## src/core/rie_pkg.sv

```systemverilog
// shared constants and types for the return instruction executor
package rie_pkg;
  // =====================================================
  // widths
  localparam int PC_W   = 13;
  localparam int DATA_W = 8;
  // =====================================================
  // irq control register layout
  localparam int IRQ_EN_BIT = 7;
  // =====================================================
  // timing: cycles taken by every return instruction
  localparam int RET_CYCLES = 2;
  // =====================================================
  // return kinds presented by the decoder
  typedef enum logic [1:0] {
    RIE_OP_NONE,
    RIE_OP_SUB_RETURN,
    RIE_OP_LITERAL_RETURN,
    RIE_OP_INTERRUPT_RETURN
  } rie_op_e;
  typedef enum logic {
    RIE_ST_IDLE,
    RIE_ST_FLUSH
  } rie_state_e;
endpackage : rie_pkg

```

## src/core/rie_cycle_counter.sv

```systemverilog
// counter that times the cycles of a multi-cycle return
`timescale 1ns/1ps
module rie_cycle_counter
  import rie_pkg::*;
#(
  parameter int CYCLES = RET_CYCLES
) (
  input  wire logic clock_i,
  input  wire logic rst_i,
  input  wire logic start_i,
  output logic      last_o
);
  localparam int CW = $clog2(CYCLES + 1);
  localparam logic [CW-1:0] LAST_CNT = CW'(CYCLES - 1);
  logic [CW-1:0] count_ff;

  // =====================================================
  // count
  always_ff @(posedge clock_i) begin
    if (rst_i) begin
      count_ff <= '0;
    end else if (start_i) begin
      count_ff <= CW'(1);
    end else if (count_ff == LAST_CNT) begin
      count_ff <= '0;
    end else if (count_ff != '0) begin
      count_ff <= count_ff + CW'(1);
    end
  end

  assign last_o = (count_ff == LAST_CNT);
endmodule : rie_cycle_counter

```

## src/core/rie_return_exec.sv

```systemverilog
// executes the three return instructions of the core
// Notes on behaviour
// [RL1] interrupt return pops stack into pc
// [RL2] interrupt return sets global irq enable bit
// [RL3] interrupt return: two cycles, one word
// [RL4] literal return loads literal into w
// [RL5] literal return pops stack into pc
// [RL6] literal return: two cycles, flags untouched
// [RL7] plain return pops stack, nothing else
// [RL8] plain return takes two cycles
// [RL9] second cycle flushes prefetch, executes nop
`timescale 1ns/1ps
module rie_return_exec
  import rie_pkg::*;
#(
  parameter int PCW = PC_W,
  parameter int DW  = DATA_W
) (
  input  wire logic           clock_i,
  input  wire logic           rst_i,
  input  wire logic           op_valid_i,
  input  wire rie_op_e        op_i,
  input  wire logic [DW-1:0]  literal_i,
  input  wire logic [PCW-1:0] stack_top_i,
  output logic                busy_o,
  output logic                stack_pop_o,
  output logic                pc_load_o,
  output logic [PCW-1:0]      pc_value_o,
  output logic                w_load_o,
  output logic [DW-1:0]       w_value_o,
  output logic                global_irq_enable_set_o,
  output logic [DW-1:0]       irq_control_set_mask_o,
  output logic                prefetch_flush_o,
  output logic                done_o
);
  rie_state_e state_ff;
  logic       accept;
  logic       last;

  // new return accepted only when idle; one word, no operand fetch
  assign accept = op_valid_i && (op_i != RIE_OP_NONE) && (state_ff == RIE_ST_IDLE);

  // =====================================================
  // cycle timing
  // [RL3] two cycle sequence
  rie_cycle_counter #(
    .CYCLES (RET_CYCLES)
  ) u_count (
    .clock_i (clock_i),
    .rst_i   (rst_i),
    .start_i (accept),
    .last_o  (last)
  );

  // [RL8] second cycle lasts until counter ends
  always_ff @(posedge clock_i) begin
    if (rst_i) begin
      state_ff <= RIE_ST_IDLE;
    end else begin
      unique case (state_ff)
        RIE_ST_IDLE: begin
          if (accept) begin
            state_ff <= RIE_ST_FLUSH;
          end
        end
        RIE_ST_FLUSH: begin
          if (last) begin
            state_ff <= RIE_ST_IDLE;
          end
        end
      endcase
    end
  end

  // =====================================================
  // stack pop and pc load, shared by all three kinds
  // [RL1] pop stack top into pc
  always_ff @(posedge clock_i) begin
    if (rst_i) begin
      stack_pop_o <= 1'b0;
      pc_load_o   <= 1'b0;
      pc_value_o  <= '0;
    end else begin
      // [RL5] [RL7] same pop for literal and plain returns
      stack_pop_o <= accept;
      pc_load_o   <= accept;
      if (accept) begin
        pc_value_o <= stack_top_i;
      end
    end
  end

  // =====================================================
  // working register
  // [RL4] literal into w; status flags never touched
  always_ff @(posedge clock_i) begin
    if (rst_i) begin
      w_load_o  <= 1'b0;
      w_value_o <= '0;
    end else begin
      w_load_o <= accept && (op_i == RIE_OP_LITERAL_RETURN);
      if (accept && (op_i == RIE_OP_LITERAL_RETURN)) begin
        w_value_o <= literal_i;
      end
    end
  end

  // =====================================================
  // interrupt enable
  // [RL2] set bit 7 of irq control register
  always_ff @(posedge clock_i) begin
    if (rst_i) begin
      global_irq_enable_set_o <= 1'b0;
      irq_control_set_mask_o  <= '0;
    end else begin
      global_irq_enable_set_o <= accept && (op_i == RIE_OP_INTERRUPT_RETURN);
      irq_control_set_mask_o  <= '0;
      if (accept && (op_i == RIE_OP_INTERRUPT_RETURN)) begin
        irq_control_set_mask_o[IRQ_EN_BIT] <= 1'b1;
      end
    end
  end

  // =====================================================
  // second cycle
  // [RL9] discard prefetched word, run a nop
  always_ff @(posedge clock_i) begin
    if (rst_i) begin
      prefetch_flush_o <= 1'b0;
      busy_o           <= 1'b0;
      done_o           <= 1'b0;
    end else begin
      // [RL6] busy is high for one cycle only, the flush cycle after acceptance
      prefetch_flush_o <= accept;
      busy_o           <= accept || ((state_ff == RIE_ST_FLUSH) && !last);
      done_o           <= (state_ff == RIE_ST_FLUSH) && last;
    end
  end
endmodule : rie_return_exec

```

## config.mk

```make
export PLATFORM = sky130hd
export DESIGN_NAME = rie_return_exec
export DESIGN_NICKNAME = d
export VERILOG_FILES = /design/src/core/rie_pkg.sv /design/src/core/rie_cycle_counter.sv /design/src/core/rie_return_exec.sv
export SDC_FILE = /design/constraint.sdc
export NUM_CORES = 1
export LEC_CHECK = 0
export BUFFER_PORTS_ARGS = -buffer_cell sky130_fd_sc_hd__buf_4
export CAP_MARGIN = 10
export CORE_UTILIZATION = 44
export DETAILED_ROUTE_END_ITERATION = 7
export PLACE_DENSITY_LB_ADDON = 0.3
export SETUP_SLACK_MARGIN = 0.05
export SLEW_MARGIN = 10
export SYNTH_ARGS = -nofsm -noshare
export SYNTH_HDL_FRONTEND = slang
export SYNTH_SLANG_ARGS = --single-unit
```

## constraint.sdc

```tcl
create_clock -name clock_i -period 1.6 [get_ports clock_i]
set_clock_uncertainty 0.05 [all_clocks]
set_input_delay 0.16 -clock clock_i [delete_from_list [all_inputs] [get_ports clock_i]]
set_output_delay 0.16 -clock clock_i [all_outputs]
set_load 0.005 [all_outputs]
```

Word level (Yosys, flattened, before mapping)
Index checks and enable logic that the tools add are counted.

Memory bits (read-only): 0. Output and inout port bits: 36. Word-level logic and storage cells: 36. Register bits: 37. Memories kept: 0. RAM bits: 0. Bits in latches: 0.

Multipliers: 0. Bitwise logic cells: 1. Divide/modulo/power cells: 0. $add $sub $neg: 1. Mux-type cells: 7. Shift-type cells: 0. $lt $le $gt $ge: 0. Reductions and logical operators: 12. Equal/unequal tests: 3.

Operators by type and width (number): $logic_and A1 B1 Y1 (6); $mux W1 (6); $eq A2 B2 Y1 const B (2); $reduce_bool A2 Y1 (2); $reduce_bool A3 Y1 (1); $reduce_or A3 Y1 (1); $add A2 B1 Y2 const B (1); $eq A2 B1 Y1 const B (1); $pmux W1 S2 (1); $logic_not A1 Y1 (1); $logic_or A1 B1 Y1 (1); $not A1 Y1 (1).

Longest topological paths before layout
Word-level depth: 5. Gate-level depth with buffers: 5.

Hierarchy
From an unflattened synthesis, not the netlist that was laid out.

Cells, all modules: 132. Area, all modules: 1227.4 um2.

Modules (own cells, without submodules): rie_return_exec (area an instance 1109.8 um2, seq. area each 520.5 um2, times used 1, cells an instance 120); rie_cycle_counter (area an instance 117.6 um2, seq. area each 40.0 um2, times used 1, cells an instance 12).

Worst setup path after synthesis
OpenSTA, ideal clock, no wires.

Path type: register -> register. Start: register state_ff. End: register pc_value_o[0]. Slack: 0.472 ns. Library setup time: 0.072 ns. Clock period less this slack: 1.128 ns. Buffers on the path: 2. Arrival time: 1.007 ns. Stages on the path, launching flop included: 6. Cell sequence: dfxtp_1 -> nor2b_1 -> o21a_1 -> buf_6 -> buf_12 -> mux2i_1.

Longest elaborated chain between the ends: 2.

RTL lines: start, declared (RTL line rie_return_exec.sv:36) `rie_state_e state_ff;`; start signal, assigned (RTL line rie_return_exec.sv:58) `state_ff <= RIE_ST_IDLE;`; start signal, assigned (RTL line rie_return_exec.sv:63) `state_ff <= RIE_ST_FLUSH;`; start signal, assigned (RTL line rie_return_exec.sv:68) `state_ff <= RIE_ST_IDLE;`; $not A1 Y1; $logic_and A1 B1 Y1 (RTL line rie_return_exec.sv:41) `assign accept = op_valid_i && (op_i != RIE_OP_NONE) && (state_ff == RIE_ST_IDLE);`; end signal, assigned (RTL line rie_return_exec.sv:88) `pc_value_o <= stack_top_i;`; end, declared (RTL line rie_return_exec.sv:28) `output logic [PCW-1:0] pc_value_o,`.

No other way between the ends. A chain may end at the register's enable or synchronous reset.

Worst setup path after layout
Start: register state_ff. End: register pc_value_o[1].

The elaborated chain is that of the path after synthesis.

==> flow_summary.yaml <==
synthesis:
  ys_async_sr_fraction_pct: 0
  ys_types: 23
  ys.flop_type: "dfxtp_1"
  synth_area_mm2: 0.00123
  synth_edf_count: 0
  ys_warn_count: 0
  ys_seq_area_share_pct: 45.4
  synth.ff_latch_count: 28
  syn-mean-instance-area_um2: 9.36
  synth_common_cells: "28 x dfxtp_1, 27 x nand2b_1, 18 x nand2_1"
  synth.most_common_cell: "dfxtp_1"
  synth_area_leaders: "dfxtp_1 45%, nand2b_1 14%, mux2i_1 11%, buf_4 6.1%, nand2_1 5.5%"
  synthCells: 132
  synth.largest_area_cell: "dfxtp_1"
  yosysTopAreaCellShare_pct: 45.4
sta:
  rsz0062_at_grt: "no"
  whs_ns: 0.0174
  timing.final.crit_period_ns: 1.24
  hold_viol_final: 0
  maxSlewViolCount: 0
  setup_viol: 0
  fmax_mhz: 809
  fin_crit_sh_pct: 77.3
  tns_ns: 0
routing:
  final_antenna_net_count: 0
  first_iter_violations: 7
  vias_per_cell: 4.64
  dr_total_vias: 998
  route.detailed.drc: 0
  routed_wl_mm: 2.48
  wl_per_cell_um: 11.5
  first_pass_iters: 4
global_routing:
  met1_usage_pct: 17.8
  grt_max_degree: 42
  track_usage_pct: 16.9
  grt_util_met2_pct: 33.3
  met3_usage_pct: 3.01
  antenna_found_initial: 0
  grt_pass1_wl_mm: 3.66
  grt_busiest_layer: "met2"
  first_global_vias: 899
  grt.overflow.total: 0
floorplanning:
  coreArea_mm2: 0.00257
  die_w_um: 55.0
  start_util_pct: 48.1
  io_pins: 62
  dieArea_mm2: 0.00302
  rows: 18
  die_h_um: 55.0
power_and_ir_drop:
  p_per_area_mw_per_mm2: 891
  peakVddDrop_uv: 632
  power.leakage_uw: 0.000767
final_layout:
  regArea_um2: 561
  syn_to_final_growth_pct: 36.5
  fin_nets: 214
  multiInputGateArea_um2: 557
  nFillCells: 220
  antenna_cells: 0
  drive_above_1_share_pct: 32.4
flow_run:
  cap_violations: 0
clocking:
  clock_latency_ns: 0.33
  clockBufferDepth: 2
  clk_pin_slew_ns: 0.15
  cts_root_buffer: "clkbuf_4"
  cts_tree: "done"
  cts_made_buffers: 3
  htreeDepth: 1
  clock_sinks: 28
setup_path:
  cp_data_arrival_time_ns: 1.45
  worst_setup_path_end_kind: "flop"
  crit_required_ns: 1.82
  critPathMaxFanout: 14
  crit_chain: "nor2b_1 > o21a_1 > buf_4 > mux2i_1"
  critPathTopFamily: "flip-flops"
  cp_slowest_stage_delay_ns: 0.37
  critical_path_class: "reg2reg"
  cp_slowest_cell: "dfxtp_1"
  path_buf_inv: 1
  start_kind: "flop"
placement:
  io_buffers: 54
  gp_congestion: 0.698
  dp_hpwl_mm: 1.80
outcome:
  status: "completed"
hold_path:
  hold_class: "in2reg"
-- stage by stage --
step                      area [um2]  util (%)  std cells  total power, uW  setup slack, ns
after floorplan                 1260         -        138              946            0.472
after global placement          1580      61.6        206             1040            0.433
after detailed placement        1580      61.6        206             1050            0.381
after CTS                       1690      65.6        215             1520            0.359
after global routing            1690      65.6        215             1580            0.266
final                           1690      65.6        215             1500            0.363
-- layout by cell type (no fill, tap or decap), types with 2 or more instances in the layout --
| cell | instances |
|---|---|
| ha_1 | 2 |
| mux2i_1 | 14 |
| nand2_1 | 18 |
| dlygate4sd3_1 | 5 |
| buf_4 | 56 |
| inv_1 | 2 |
| nand2b_1 | 27 |
| nor2_1 | 3 |
| dfxtp_1 | 28 |
| a21oi_1 | 10 |
| clkbuf_4 | 3 |
| conb_1 | 7 |
-- report_power, final --
| part | switching [uW] | total [uW] | internal (uW) |
|---|---|---|---|
| sequential | 26.5 | 766 | 740 |
| clock | 204 | 457 | 253 |
| combinational | 112 | 278 | 165 |
| total | 343 | 1500 | 1160 |
-- timing repair --
action                     CTS  global route
hold endpoints to repair     5             0
setup endpoints to repair    0             0
setup buffers                0             0
resized for setup            0             0
hold buffers                 5             0
-- final timing paths --
kind                     start            end  slack, ns  cells past startpoint
setup reg to reg      state_ff  pc_value_o[1]       0.36                      4
setup / recovery      state_ff  pc_value_o[1]       0.36                      4
hold / removal    literal_i[6]   w_value_o[6]       0.02                      3
hold reg to reg   w_value_o[1]   w_value_o[1]       0.42                      2
-- logic make-up after synthesis --
| kind of cell | share of synthesized area, % |
|---|---|
| xor gates and xnor gates | 0.709 |
| muxes | 11.3 |
| and+or+nand+nor | 23.8 |
| DFF | 45.4 |
| other | 0.304 |
| adders and majority gates | 2.03 |
| buffers and inverters | 11.3 |
| AOI/OAI and AO/OA | 5.07 |
-- flip-flops by register name, indices dropped and copies added, names as in the netlist --
signal	flops
prefetch_flush_o	1
pc_value_o	13
global_irq_enable_set_o	1
done_o	1
state_ff	1
w_load_o	1
w_value_o	8
u_count.count_ff	2
-- area by class of cell --
class	count	area share, %
sequential	28	33.3
clock buffer	3	1.34
timing repair buffer	61	27.9
multi-input combinational	90	33.0
inverter	2	0.445
clock inverter	1	1.78
tap	30	2.23
-- worst reg2reg max path: stages, from the launching register on --
cell,delay [ns]
dfxtp_1,0.37
nor2b_1,0.16
o21a_1,0.14
buf_4,0.24
mux2i_1,0.23
-- metal layers --
| metal | vias to the layer above | share of wire (%) | wire length (um) |
|---|---|---|---|
| li1 | 510 | - | - |
| met1 | 438 | 41 | 1010 |
| met2 | 48 | 50 | 1250 |
| met3 | 2 | 8.3 | 206 |
| met4 | 0 | 0.85 | 21 |
| met5 | - | 0 | 0 |
No activity file was read; power rests on OpenSTA's default activity.
